`config.mk`:
```
export PLATFORM = sky130hd
export DESIGN_NAME = mqfb_flags
export DESIGN_NICKNAME = d
export VERILOG_FILES = /design/src/core/mqfb_pkg.sv /design/src/core/mqfb_flag_pipe.sv /design/src/core/mqfb_flags.sv
export SDC_FILE = /design/constraint.sdc
export NUM_CORES = 2
export LEC_CHECK = 0
export ABC_CLOCK_PERIOD_IN_PS = 50300
export BUFFER_PORTS_ARGS = -buffer_cell sky130_fd_sc_hd__clkbuf_2
export CAP_MARGIN = 0
export CORE_MARGIN = 4
export CORE_UTILIZATION = 40
export CTS_CLUSTER_DIAMETER = 40
export DETAILED_ROUTE_END_ITERATION = 7
export GPL_ROUTABILITY_DRIVEN = 0
export HOLD_SLACK_MARGIN = 0.08
export PLACE_DENSITY = 0.59
export SKIP_LAST_GASP = 1
export SLEW_MARGIN = 20
export SYNTH_ARGS = -nofsm -noshare
export SYNTH_HDL_FRONTEND = slang
export SYNTH_SLANG_ARGS = --single-unit
```
`constraint.sdc`:
```
create_clock -name clock -period 50.3 [get_ports clock]
set_clock_uncertainty 0.15 [all_clocks]
set_input_delay 5.03 -clock clock [delete_from_list [all_inputs] [get_ports clock]]
set_output_delay 5.03 -clock clock [all_outputs]
set_load 0.02 [all_outputs]
```
`src/core/mqfb_pkg.sv`:
```
// Shared constants for the multi-queue flag boundary logic
package mqfb_pkg;
  // Queue count, queue depth and offset width defaults
  localparam int NQ_DEF = 8;
  localparam int DEPTH_DEF = 1024;
  localparam int OW_DEF = 16;
  // Bus-width setups, shared by all queues
  localparam logic [2:0] MODE_I36_O36 = 3'h0;
  localparam logic [2:0] MODE_I36_O18 = 3'h1;
  localparam logic [2:0] MODE_I36_O9 = 3'h2;
  localparam logic [2:0] MODE_I18_O36 = 3'h3;
  localparam logic [2:0] MODE_I9_O36 = 3'h4;
  // Default offsets chosen by the default-select strap
  localparam logic [15:0] OFFSET_DEF_LOW = 16'h0008;
  localparam logic [15:0] OFFSET_DEF_HIGH = 16'h0080;
  // Flag pipeline depth and the one-cycle skew window
  localparam int FLAG_PIPE_STAGES = 2;
  localparam int SKEW_CYCLES = 1;
endpackage : mqfb_pkg

```
`src/core/mqfb_flag_pipe.sv`:
```
// Two-stage flag register pipe with a middle tap
`timescale 1ns/1ps
module mqfb_flag_pipe #(
  parameter int W = 8,
  parameter logic [W-1:0] RST_VAL = '1
) (
  // Clock, reset, enable
  input wire logic clock,
  input wire logic rstn,
  input wire logic ce,
  // Flag in and out
  input wire logic [W-1:0] flag_in,
  output logic [W-1:0] flag_mid,
  output logic [W-1:0] flag_out
);
  // First stage then output stage
  always_ff @(posedge clock) begin
    if (!rstn) begin
      flag_mid <= RST_VAL;
      flag_out <= RST_VAL;
    end else if (ce) begin
      flag_mid <= flag_in;
      flag_out <= flag_mid;
    end
  end
endmodule : mqfb_flag_pipe

```
`src/core/mqfb_flags.sv`:
```
// Per-queue status flags of a multi-queue FIFO
`timescale 1ns/1ps
module mqfb_flags #(
  parameter int NQ = mqfb_pkg::NQ_DEF,
  parameter int DEPTH = mqfb_pkg::DEPTH_DEF,
  parameter int OW = mqfb_pkg::OW_DEF
) (
  // Clock, reset, enable
  input wire logic clock,
  input wire logic rstn,
  input wire logic ce,
  // Configuration
  input wire logic default_offset_select,
  input wire logic [2:0] bus_mode,
  input wire logic offset_load,
  input wire logic [OW-1:0] prog_af_offset,
  input wire logic [OW-1:0] prog_ae_offset,
  // Write port
  input wire logic wr_sel_en,
  input wire logic [$clog2(NQ)-1:0] wr_sel_queue,
  input wire logic wr_en,
  input wire logic input_bit_35,
  input wire logic input_bit_34,
  // Read port
  input wire logic rd_sel_en,
  input wire logic [$clog2(NQ)-1:0] rd_sel_queue,
  input wire logic rd_en,
  input wire logic output_bit_34,
  // Write-side flags, active low
  output logic queue_full_flag_n,
  output logic almost_full_flag_n,
  output logic [NQ-1:0] almost_full_status_bus_n,
  // Read-side flags, active low
  output logic almost_empty_flag_n,
  output logic [NQ-1:0] almost_empty_status_bus_n,
  output logic packet_ready_flag_n
);
  localparam int QW = $clog2(NQ);
  localparam int CW = $clog2(DEPTH * 4 + 8) + OW + 1; // Room for offsets above the depth
  localparam int PW = CW;

  ////////////////////////////////////////////////////////////////////////////
  // Width and threshold arithmetic

  // Units of the narrower bus per 36-bit word
  function automatic int f_scale(input logic [2:0] mode);
    case (mode)
      mqfb_pkg::MODE_I36_O18, mqfb_pkg::MODE_I18_O36: f_scale = 2;
      mqfb_pkg::MODE_I36_O9, mqfb_pkg::MODE_I9_O36: f_scale = 4;
      default: f_scale = 1;
    endcase
  endfunction : f_scale

  // Output narrower than input
  function automatic logic f_out_narrow(input logic [2:0] mode);
    f_out_narrow = (mode == mqfb_pkg::MODE_I36_O18) || (mode == mqfb_pkg::MODE_I36_O9);
  endfunction : f_out_narrow

  // Units added by one write
  function automatic logic [CW-1:0] f_inc(input logic [2:0] mode);
    f_inc = f_out_narrow(mode) ? CW'(f_scale(mode)) : CW'(1);
  endfunction : f_inc

  // Units removed by one read
  function automatic logic [CW-1:0] f_dec(input logic [2:0] mode);
    f_dec = f_out_narrow(mode) ? CW'(1) : CW'(f_scale(mode));
  endfunction : f_dec

  // Full boundary in units
  function automatic logic [CW-1:0] f_full_thr(input logic [2:0] mode, input logic both);
    int base;
    base = DEPTH + ((!f_out_narrow(mode) && both) ? 1 : 0);
    f_full_thr = CW'(base * f_scale(mode));
  endfunction : f_full_thr

  // Almost-full boundary in units
  function automatic logic [CW-1:0] f_af_thr(input logic [2:0] mode, input logic both,
                                            input logic [OW-1:0] m);
    int base;
    logic plus_one;
    plus_one = !f_out_narrow(mode) && !((mode == mqfb_pkg::MODE_I36_O36) && !both);
    base = DEPTH + (plus_one ? 1 : 0) - int'(m);
    if (base < 1) base = 1;
    f_af_thr = CW'(base * f_scale(mode));
  endfunction : f_af_thr

  // Almost-empty release boundary in units
  function automatic logic [CW-1:0] f_ae_thr(input logic [2:0] mode, input logic both,
                                            input logic [OW-1:0] n);
    int base;
    base = int'(n) + 1 + ((!f_out_narrow(mode) && both) ? 1 : 0);
    f_ae_thr = CW'(base * f_scale(mode));
  endfunction : f_ae_thr

  ////////////////////////////////////////////////////////////////////////////
  // State

  logic [OW-1:0] af_offset_ff;
  logic [OW-1:0] ae_offset_ff;
  logic [QW-1:0] wr_sel_ff;
  logic [QW-1:0] rd_sel_ff;
  logic [QW-1:0] rd_sel_d_ff;
  logic [CW-1:0] w_cnt_ff [NQ];
  logic [CW-1:0] r_cnt_ff [NQ];
  logic [PW-1:0] pkt_cnt_ff [NQ];
  logic [NQ-1:0] both_ff;
  logic [NQ-1:0] sop_seen_ff;
  logic [NQ-1:0] wr_d_ff;
  logic [NQ-1:0] rd_d_ff;
  logic [NQ-1:0] eop_d_ff;
  logic [CW-1:0] nxt_w_cnt [NQ];
  logic [NQ-1:0] wr_hit;
  logic [NQ-1:0] rd_hit;
  logic [NQ-1:0] eop_hit;
  logic [NQ-1:0] sop_rd_hit;
  logic [NQ-1:0] af_now_n;
  logic [NQ-1:0] ae_now_n;
  logic [NQ-1:0] pr_now_n;
  logic [NQ-1:0] af_mid_n;
  logic [NQ-1:0] ae_mid_n;
  logic [NQ-1:0] pr_mid_n;
  logic [QW-1:0] nxt_wr_sel;
  logic wr_ok;
  logic rd_ok;

  ////////////////////////////////////////////////////////////////////////////
  // Offsets and queue selection

  // Strap sampled during reset, later load overrides
  always_ff @(posedge clock) begin
    if (!rstn) begin
      af_offset_ff <= default_offset_select ? mqfb_pkg::OFFSET_DEF_HIGH[OW-1:0]
                                            : mqfb_pkg::OFFSET_DEF_LOW[OW-1:0];
      ae_offset_ff <= default_offset_select ? mqfb_pkg::OFFSET_DEF_HIGH[OW-1:0]
                                            : mqfb_pkg::OFFSET_DEF_LOW[OW-1:0];
    end else if (ce && offset_load) begin
      af_offset_ff <= prog_af_offset;
      ae_offset_ff <= prog_ae_offset;
    end
  end

  assign nxt_wr_sel = wr_sel_en ? wr_sel_queue : wr_sel_ff;

  // Selected queues on each port
  always_ff @(posedge clock) begin
    if (!rstn) begin
      wr_sel_ff <= '0;
      rd_sel_ff <= '0;
      rd_sel_d_ff <= '0;
    end else if (ce) begin
      wr_sel_ff <= nxt_wr_sel;
      if (rd_sel_en) rd_sel_ff <= rd_sel_queue;
      rd_sel_d_ff <= rd_sel_ff;
    end
  end

  ////////////////////////////////////////////////////////////////////////////
  // Write and read acceptance

  // Writes stop at full, reads stop at empty
  assign wr_ok = wr_en && (w_cnt_ff[wr_sel_ff] < f_full_thr(bus_mode, both_ff[wr_sel_ff]));
  assign rd_ok = rd_en && (r_cnt_ff[rd_sel_ff] >= f_dec(bus_mode));

  // Per-queue event decode
  always_comb begin
    wr_hit = '0;
    rd_hit = '0;
    eop_hit = '0;
    sop_rd_hit = '0;
    if (wr_ok) begin
      wr_hit[wr_sel_ff] = 1'b1;
      eop_hit[wr_sel_ff] = input_bit_35 && (sop_seen_ff[wr_sel_ff] || input_bit_34);
    end
    if (rd_ok) begin
      rd_hit[rd_sel_ff] = 1'b1;
      sop_rd_hit[rd_sel_ff] = output_bit_34;
    end
  end

  // Skew window: each side sees the other's events one cycle late
  always_ff @(posedge clock) begin
    if (!rstn) begin
      wr_d_ff <= '0;
      rd_d_ff <= '0;
      eop_d_ff <= '0;
    end else if (ce) begin
      wr_d_ff <= wr_hit;
      rd_d_ff <= rd_hit;
      eop_d_ff <= eop_hit;
    end
  end

  ////////////////////////////////////////////////////////////////////////////
  // Occupancy counts

  // Write-side view: own writes now, reads after the skew window
  always_comb begin
    for (int q = 0; q < NQ; q++) begin
      nxt_w_cnt[q] = w_cnt_ff[q];
      if (wr_hit[q]) nxt_w_cnt[q] = nxt_w_cnt[q] + f_inc(bus_mode);
      if (rd_d_ff[q]) nxt_w_cnt[q] = nxt_w_cnt[q] - f_dec(bus_mode);
    end
  end

  // Write-side count registers
  always_ff @(posedge clock) begin
    if (!rstn) begin
      for (int q = 0; q < NQ; q++) w_cnt_ff[q] <= '0;
    end else if (ce) begin
      for (int q = 0; q < NQ; q++) w_cnt_ff[q] <= nxt_w_cnt[q];
    end
  end

  // Read-side view: own reads now, writes after the skew window
  always_ff @(posedge clock) begin
    if (!rstn) begin
      for (int q = 0; q < NQ; q++) r_cnt_ff[q] <= '0;
    end else if (ce) begin
      for (int q = 0; q < NQ; q++) begin
        r_cnt_ff[q] <= r_cnt_ff[q] + (wr_d_ff[q] ? f_inc(bus_mode) : CW'(0))
                       - (rd_hit[q] ? f_dec(bus_mode) : CW'(0));
      end
    end
  end

  // Both-port selection caught on a queue's first word
  always_ff @(posedge clock) begin
    if (!rstn) begin
      both_ff <= '0;
    end else if (ce) begin
      for (int q = 0; q < NQ; q++) begin
        if (wr_hit[q] && (w_cnt_ff[q] == '0)) both_ff[q] <= (rd_sel_ff == QW'(q));
      end
    end
  end

  ////////////////////////////////////////////////////////////////////////////
  // Packet tracking

  // Start marker remembered until its end marker
  always_ff @(posedge clock) begin
    if (!rstn) begin
      sop_seen_ff <= '0;
    end else if (ce) begin
      for (int q = 0; q < NQ; q++) begin
        if (wr_hit[q] && input_bit_35) sop_seen_ff[q] <= 1'b0;
        else if (wr_hit[q] && input_bit_34) sop_seen_ff[q] <= 1'b1;
      end
    end
  end

  // Complete packets per queue, a new packet and a counted read in one cycle leave it unchanged
  always_ff @(posedge clock) begin
    if (!rstn) begin
      for (int q = 0; q < NQ; q++) pkt_cnt_ff[q] <= '0;
    end else if (ce) begin
      for (int q = 0; q < NQ; q++) begin
        if (eop_d_ff[q] && !(sop_rd_hit[q] && pkt_cnt_ff[q] != '0)) begin
          pkt_cnt_ff[q] <= pkt_cnt_ff[q] + PW'(1);
        end else if (!eop_d_ff[q] && sop_rd_hit[q] && pkt_cnt_ff[q] != '0) begin
          pkt_cnt_ff[q] <= pkt_cnt_ff[q] - PW'(1);
        end
      end
    end
  end

  ////////////////////////////////////////////////////////////////////////////
  // Boundary compares for all queues at once

  always_comb begin
    for (int q = 0; q < NQ; q++) begin
      af_now_n[q] = w_cnt_ff[q] < f_af_thr(bus_mode, both_ff[q], af_offset_ff);
      ae_now_n[q] = r_cnt_ff[q] >= f_ae_thr(bus_mode, both_ff[q], ae_offset_ff);
      pr_now_n[q] = pkt_cnt_ff[q] == '0;
    end
  end

  // Almost-full bus: two stages after the count moves
  mqfb_flag_pipe #(
    .W(NQ),
    .RST_VAL({NQ{1'b1}})
  ) u_af_pipe (
    .clock(clock),
    .rstn(rstn),
    .ce(ce),
    .flag_in(af_now_n),
    .flag_mid(af_mid_n),
    .flag_out(almost_full_status_bus_n)
  );

  // Almost-empty bus: two stages after the count moves
  mqfb_flag_pipe #(
    .W(NQ),
    .RST_VAL({NQ{1'b0}})
  ) u_ae_pipe (
    .clock(clock),
    .rstn(rstn),
    .ce(ce),
    .flag_in(ae_now_n),
    .flag_mid(ae_mid_n),
    .flag_out(almost_empty_status_bus_n)
  );

  // Packet-ready: the output stage is taken per selected queue
  mqfb_flag_pipe #(
    .W(NQ),
    .RST_VAL({NQ{1'b1}})
  ) u_pr_pipe (
    .clock(clock),
    .rstn(rstn),
    .ce(ce),
    .flag_in(pr_now_n),
    .flag_mid(pr_mid_n),
    .flag_out()
  );

  ////////////////////////////////////////////////////////////////////////////
  // Active write-side flags

  // Full follows the selected queue on the filling write
  always_ff @(posedge clock) begin
    if (!rstn) begin
      queue_full_flag_n <= 1'b1;
    end else if (ce) begin
      queue_full_flag_n <= nxt_w_cnt[nxt_wr_sel] <
                           f_full_thr(bus_mode, both_ff[nxt_wr_sel]);
    end
  end

  // Almost-full of the selected write queue
  always_ff @(posedge clock) begin
    if (!rstn) begin
      almost_full_flag_n <= 1'b1;
    end else if (ce) begin
      almost_full_flag_n <= af_mid_n[wr_sel_ff];
    end
  end

  ////////////////////////////////////////////////////////////////////////////
  // Active read-side flags

  // Almost-empty and packet-ready of the selected read queue
  always_ff @(posedge clock) begin
    if (!rstn) begin
      almost_empty_flag_n <= 1'b0;
      packet_ready_flag_n <= 1'b1;
    end else if (ce) begin
      almost_empty_flag_n <= ae_mid_n[rd_sel_d_ff];
      packet_ready_flag_n <= pr_mid_n[rd_sel_d_ff];
    end
  end
endmodule : mqfb_flags

```
# After elaboration in Yosys (flattened, before gate mapping)
# Memories as Yosys holds them, arrays and structs flattened. A register that Yosys moved wholly into a read port is not among the register bits.
# Index checks and enable logic that the tools add are counted.
[word_totals] elab_cells=639 out_inout_bits=20 in_bits=53 mem_count=3 ramBits=720 register_bits=125
[classes] add_sub_neg=75 reduce_logical=176 n_eq_ne=12 mux=253 magnitude_cmp=34 multipliers=18 bitwise_logic=35
[mem_list] name="pkt_cnt_ff" depth=8 width=30 read_ports=8 rd_ports_with_merged_regs=0 write_ports=8 line="mqfb_flags.sv:105" source="logic [PW-1:0] pkt_cnt_ff [NQ];"
[mem_list] name="r_cnt_ff" depth=8 width=30 read_ports=9 rd_ports_with_merged_regs=1 write_ports=8 line="mqfb_flags.sv:104" source="logic [CW-1:0] r_cnt_ff [NQ];"
[mem_list] name="w_cnt_ff" depth=8 width=30 read_ports=9 rd_ports_with_merged_regs=1 write_ports=8 line="mqfb_flags.sv:103" source="logic [CW-1:0] w_cnt_ff [NQ];"
[ops] operator="two-way mux 30 bit" n=101
[ops] operator="adder 30 bit" n=16
[ops] operator="logical NOT 30 bit" n=16
[ops] operator="multiplier 32 x 32 -> 30 bit" n=15
[ops] operator="subtractor 30 bit" n=16
[ops] operator="two-way mux 32 bit" n=10
[ops] operator="less-than comparator 30 bit" n=10
[ops] operator="greater-or-equal comparator 30 bit" n=9
[ops] operator="adder 30 x 1 -> 30 bit, second input constant" n=8
[ops] operator="nonzero test 30 bit" n=8
[ops] operator="subtractor 30 x 1 -> 30 bit, second input constant" n=8
[ops] operator="adder 32 x 2 -> 32 bit" n=7
[ops] operator="less-than comparator 17 x 2 -> 1 bit, second input constant" n=8
[ops] operator="subtractor 12 x 16 -> 17 bit" n=8
[ops] operator="adder 11 x 1 -> 12 bit, first input constant" n=10
[ops] operator="two-way mux 1 bit" n=118
[ops] operator="binary-select mux 30 bit (select 3 bit)" n=1
[ops] operator="logical AND 1 bit" n=88
[ops] operator="multiplier 13 x 32 -> 30 bit" n=2
[ops] operator="two-way mux 16 bit" n=4
[ops] operator="two-way mux 8 bit" n=5
[ops] operator="AND reduction 2 bit" n=17
[ops] operator="logical NOT 1 bit" n=33
[ops] operator="multiplier 19 x 32 -> 30 bit" n=1
[ops] operator="20 further kinds" n=84

# Longest topological paths before layout
[depth] depth_word=20 mapped_depth=51 ltp_nobuf=48

# Cells and area by module
# A second synthesis with hierarchy kept.
[hier_totals] cells_unflattened=14375 area_unflattened_um2=115877.4
[modules_own_cells] mod="mqfb_flags" instances=1 cells_each=14220 seq_area_each_um2=23762.8 area_each_um2=114100.7
[modules_own_cells] mod="mqfb_flag_pipe (u_af_pipe ...)" instances=2 cells_each=52 seq_area_each_um2=320.3 area_each_um2=580.6
[modules_own_cells] mod="mqfb_flag_pipe (u_ae_pipe)" instances=1 cells_each=51 seq_area_each_um2=320.3 area_each_um2=615.6

# Worst setup path after synthesis
# Ideal clock, no wire load.
[synth_timing] path_kind="input-to-reg" start="input ce" end="register eop_d_ff[5]" slack_ps=29765 t_arrival_ps=19651 path_stages=5 required_time_ps=49416 path_buffers=2 setup_ps=734 cell_sequence="clkbuf_1 nor2_1 inv_1 clkbuf_1 o32ai_1"
[synth_rtl] element="start, declared" line="mqfb_flags.sv:11" source="input wire logic ce,"
[synth_rtl] element="end signal, assigned" line="mqfb_flags.sv:189" source="eop_d_ff <= eop_hit;"
[synth_rtl] element="end, declared" line="mqfb_flags.sv:110" source="logic [NQ-1:0] eop_d_ff;"

# Worst setup path after layout
[layout_timing] start="input bus_mode[2]" end="register u_af_pipe.flag_mid[1]"
[layout_between] elab_chain_len=11 elab_cells_between_ends=20 classes_between="add/sub (2); mul (1); order compare (2); eq/ne (4); mux (3); reduce/logical (8)"
[layout_rtl] element="start, declared" line="mqfb_flags.sv:14" source="input wire logic [2:0] bus_mode,"
[layout_rtl] element="equality test 3 x 1 -> 1 bit (tied with other cells)" line="mqfb_flags.sv:47, mqfb_flags.sv:56"
[layout_rtl] element="logical OR 1 bit or logical AND 1 bit (tied branches)" line="mqfb_flags.sv:56, mqfb_flags.sv:81"
[layout_rtl] element="logical NOT 1 bit" line="mqfb_flags.sv:81" source="plus_one = !f_out_narrow(mode) && !((mode == mqfb_pkg::MODE_I36_O36) && !both);"
[layout_rtl] element="logical AND 1 bit" line="mqfb_flags.sv:81"
[layout_rtl] element="two-way mux 1 bit" line="mqfb_flags.sv:82" source="base = DEPTH + (plus_one ? 1 : 0) - int'(m);"
[layout_rtl] element="adder 11 x 1 -> 12 bit" line="mqfb_flags.sv:82"
[layout_rtl] element="subtractor 12 x 16 -> 17 bit" line="mqfb_flags.sv:82"
[layout_rtl] element="less-than comparator 17 x 2 -> 1 bit" line="mqfb_flags.sv:83" source="if (base < 1) base = 1;"
[layout_rtl] element="two-way mux 32 bit" line="mqfb_flags.sv:83"
[layout_rtl] element="multiplier 32 x 32 -> 30 bit (*)" line="mqfb_flags.sv:84" source="f_af_thr = CW'(base * f_scale(mode));"
[layout_rtl] element="less-than comparator 30 bit (*)" line="mqfb_flags.sv:272" source="af_now_n[q] = w_cnt_ff[q] < f_af_thr(bus_mode, both_ff[q], af_offset_ff);"
[layout_rtl] element="end signal, assigned" line="mqfb_flag_pipe.sv:22" source="flag_mid <= flag_in;"
[layout_rtl] element="end, declared" line="mqfb_flag_pipe.sv:13" source="output logic [W-1:0] flag_mid,"
# Mark *: on every way between the ends. The rest lies on a longest branch, timed or not.
# A chain may end at the register's enable or synchronous reset.

==> metrics.cfg <==
[status]
status=finished clean

[synthesis]
synth-xor-area-share_pct=8.77
synth_top_area_share_pct=19.7
synth.most_common_cell=inv_1
synth-adder-area-share_pct=23.3
ys_types=117
synth_seq_cells=851
synthCells=14200
netlist_area_um2=115000
synth_mux_area_share_pct=1.79
synth_top_cell_by_area=edfxtp_1
yosys_warnings=0
synth.avg_cell_area_um2=8.10
synth_ff_type=edfxtp_1
synth-simple-area-share_pct=23.0
ys_seq_area_share_pct=21.4
synth_compound_area_share_pct=14.1
synth_top_family_by_area=adder cells
synth_top_cells_by_count=1781 x inv_1, 1636 x ha_1, 1585 x nor2_1
synth-async-reset-ratio_pct=0
synthTopCellsByArea=edfxtp_1 20%, ha_1 18%, inv_1 5.8%
synth-edff-count=752

[worst_setup_path]
cp_slowest_stage_delay_ps=750
crit_required_ps=51000
critPathSlowestCell=ha_1
cp.arrival_ps=14810
critPathCaptureType=flip-flop
path_class=in -> reg
cp-start-kind=primary input
cp_max_fo=34

[layout]
area_delta_synth_final_pct=11.1
utilization_pct=44.7
multi_input_area_um2=81900
regArea_um2=24600
final.fill_count=28300
drive_gt1_share_pct=6.41
final_nets=16200
design_area_um2=128000

[clock_network]
cts_resized=0
cts_sinks=851
cts_tree=built
ctsLongestPathBuffers=4
clkLatencyLatePin_ps=910
post-cts-setup-buffers=0
root_buffer=clkbuf_16
htree_levels=4
cts_made_buffers=227
hold_buffers=0
clk_pin_slew_ps=50

[routing]
drc=0
routed_wl_mm=363
drt_iter0_markers=8631
ant_nets=0
dr.pass1.iters=6
vias_per_cell=5.61
vias=102000
post_drt_wl_per_cell_um=20.0

[floorplanning]
die_height_um=544
start_util_pct=40.2
row_count=196
dieArea_um2=295000
die_w_um=544
fp.coreArea_um2=285000
pin_count=73

[power_and_ir_drop]
p_switching_mw=1.60
power_density_nw_per_um2=33.0
pwr-share-comb_pct=40.1
p_int_mw=2.60
pwr-share-clk_pct=35.5
finalPower_mw=4.21
vdd_drop_max_mv=0.0270
p_sw_share_pct=38.1
seqPwrFrac_pct=24.4
p_leak_nw=55.2

[sta]
rsz0062_at_grt=false
worst_slew_pin_slew_ps=1230
finalCriticalPeriod_ps=14110
maxSlewViolCount=0
finalSetupViolations=0
hold_viol=0
setup_tns_ps=0
slew_headroom_pct=16.2
max_freq_mhz=70.9
worst_slack_ps=36190
post-route-period-util_pct=28.0

[grt]
grt_overflow=0
first_global_vias=96900
grt_max_degree=137
track_usage_pct=23.8
antenna_found_initial=21
grt_pass1_wl_mm=559

[flow_run]
maxCapViolations=0

[placed_design]
port_buffers=72
hpwlAfterDp_mm=267
post_dp_cell_area_um2=120000
post-place-ws_ps=35460

[hold_path]
min_path_type=reg -> reg

-- power by group through the flow --
stage | clock network [mW] | registers [mW] | logic, mW
6_report | 1.49 | 1.03 | 1.69
3_5_place_dp | 0 | 1.04 | 1.66
5_1_grt | 1.56 | 1.04 | 1.90
2_1_floorplan | 0 | 0.985 | 1.31
3_3_place_gp | 0 | 1.04 | 1.65
4_1_cts | 1.52 | 1.03 | 1.68
-- layer usage --
layer	routed length [µm]	GRT usage (%)	part of all wire [%]
met5	53	0	0.015
met4	16500	9.70	4.5
met3	29900	5.06	8.2
met2	158000	37.8	44
met1	159000	31.5	44
-- placed cells by master, fill, tap and decap left out, types with 104 or more instances in the layout --
master	count
a211oi_1	104
a21boi_0	115
a21o_1	151
a21oi_1	583
a31oi_1	149
and2_1	238
and3_1	166
buf_4	192
clkbuf_16	230
edfxtp_1	752
fa_1	311
ha_1	1636
inv_1	1780
nand2_1	865
nand2b_1	311
nand3_1	350
nand4_1	212
nor2_1	1578
nor2b_1	186
nor3_1	606
nor4_1	207
o21a_1	185
o21ai_0	607
or3_1	171
xnor2_1	701
xor2_1	433
-- stage by stage --
step | hold slack [ps] | cells
CTS | 313 | 18100
global route | 319 | 18100
detailed placement | 300 | 17700
floorplan | 281 | 14200
finish | 315 | 18100
global placement | 294 | 17700
-- cells by family (layout without fill, tap and decap cells) --
group	Yosys count	count (layout)
AND/OR/NAND/NOR	5281	5281
AO/OA/AOI/OAI	2488	2488
buffers and inverters	2285	2474
adder cells (fa/ha/maj)	1947	1947
XOR/XNOR	1147	1147
flip-flops	851	851
multiplexers	164	164
other	2	34
-- worst max-delay path: cells and delay by family --
family / cells / cell delay, ps
AO/OA/AOI/OAI: 26 / 4310
adder cells (fa/ha/maj): 7 / 2810
AND/OR/NAND/NOR: 10 / 1620
buffers and inverters: 3 / 640
XOR/XNOR: 1 / 380
-- cell type report --
type | count | share of cell area (%)
multi-input combinational | 11100 | 64.2
sequential | 851 | 19.3
inverter | 1787 | 5.29
clock buffer | 282 | 4.74
tap | 3762 | 3.69
timing repair buffer | 266 | 1.45
clock inverter | 139 | 1.33
antenna | 10 | 0.0196
-- sequential cells by signal (all words and copies together) (netlist names), 8 cells and up, named ones only --
signal              count
u_pr_pipe.flag_mid      8
eop_d_ff                8
pkt_cnt_ff            240
both_ff                 8
u_af_pipe.flag_mid      8
u_ae_pipe.flag_mid      8
w_cnt_ff              240
ae_offset_ff           16
af_offset_ff           16
wr_d_ff                 8
u_af_pipe.flag_out      8
u_ae_pipe.flag_out      8
r_cnt_ff              240
rd_d_ff                 8
sop_seen_ff             8
-- path summary, 6_finish.rpt --
check                                              to                   from  cells past startpoint  slack, ps
worst min register to register  u_pr_pipe.flag_mid[6]  u_pr_pipe.flag_mid[6]                      1        310
worst max-delay path            u_af_pipe.flag_mid[1]            bus_mode[2]                     47      36190
worst max register to register  u_af_pipe.flag_mid[1]        af_offset_ff[7]                     44      39850
worst min-delay path            u_pr_pipe.flag_mid[6]  u_pr_pipe.flag_mid[6]                      1        310
No activity file was read; power rests on OpenSTA's default activity.
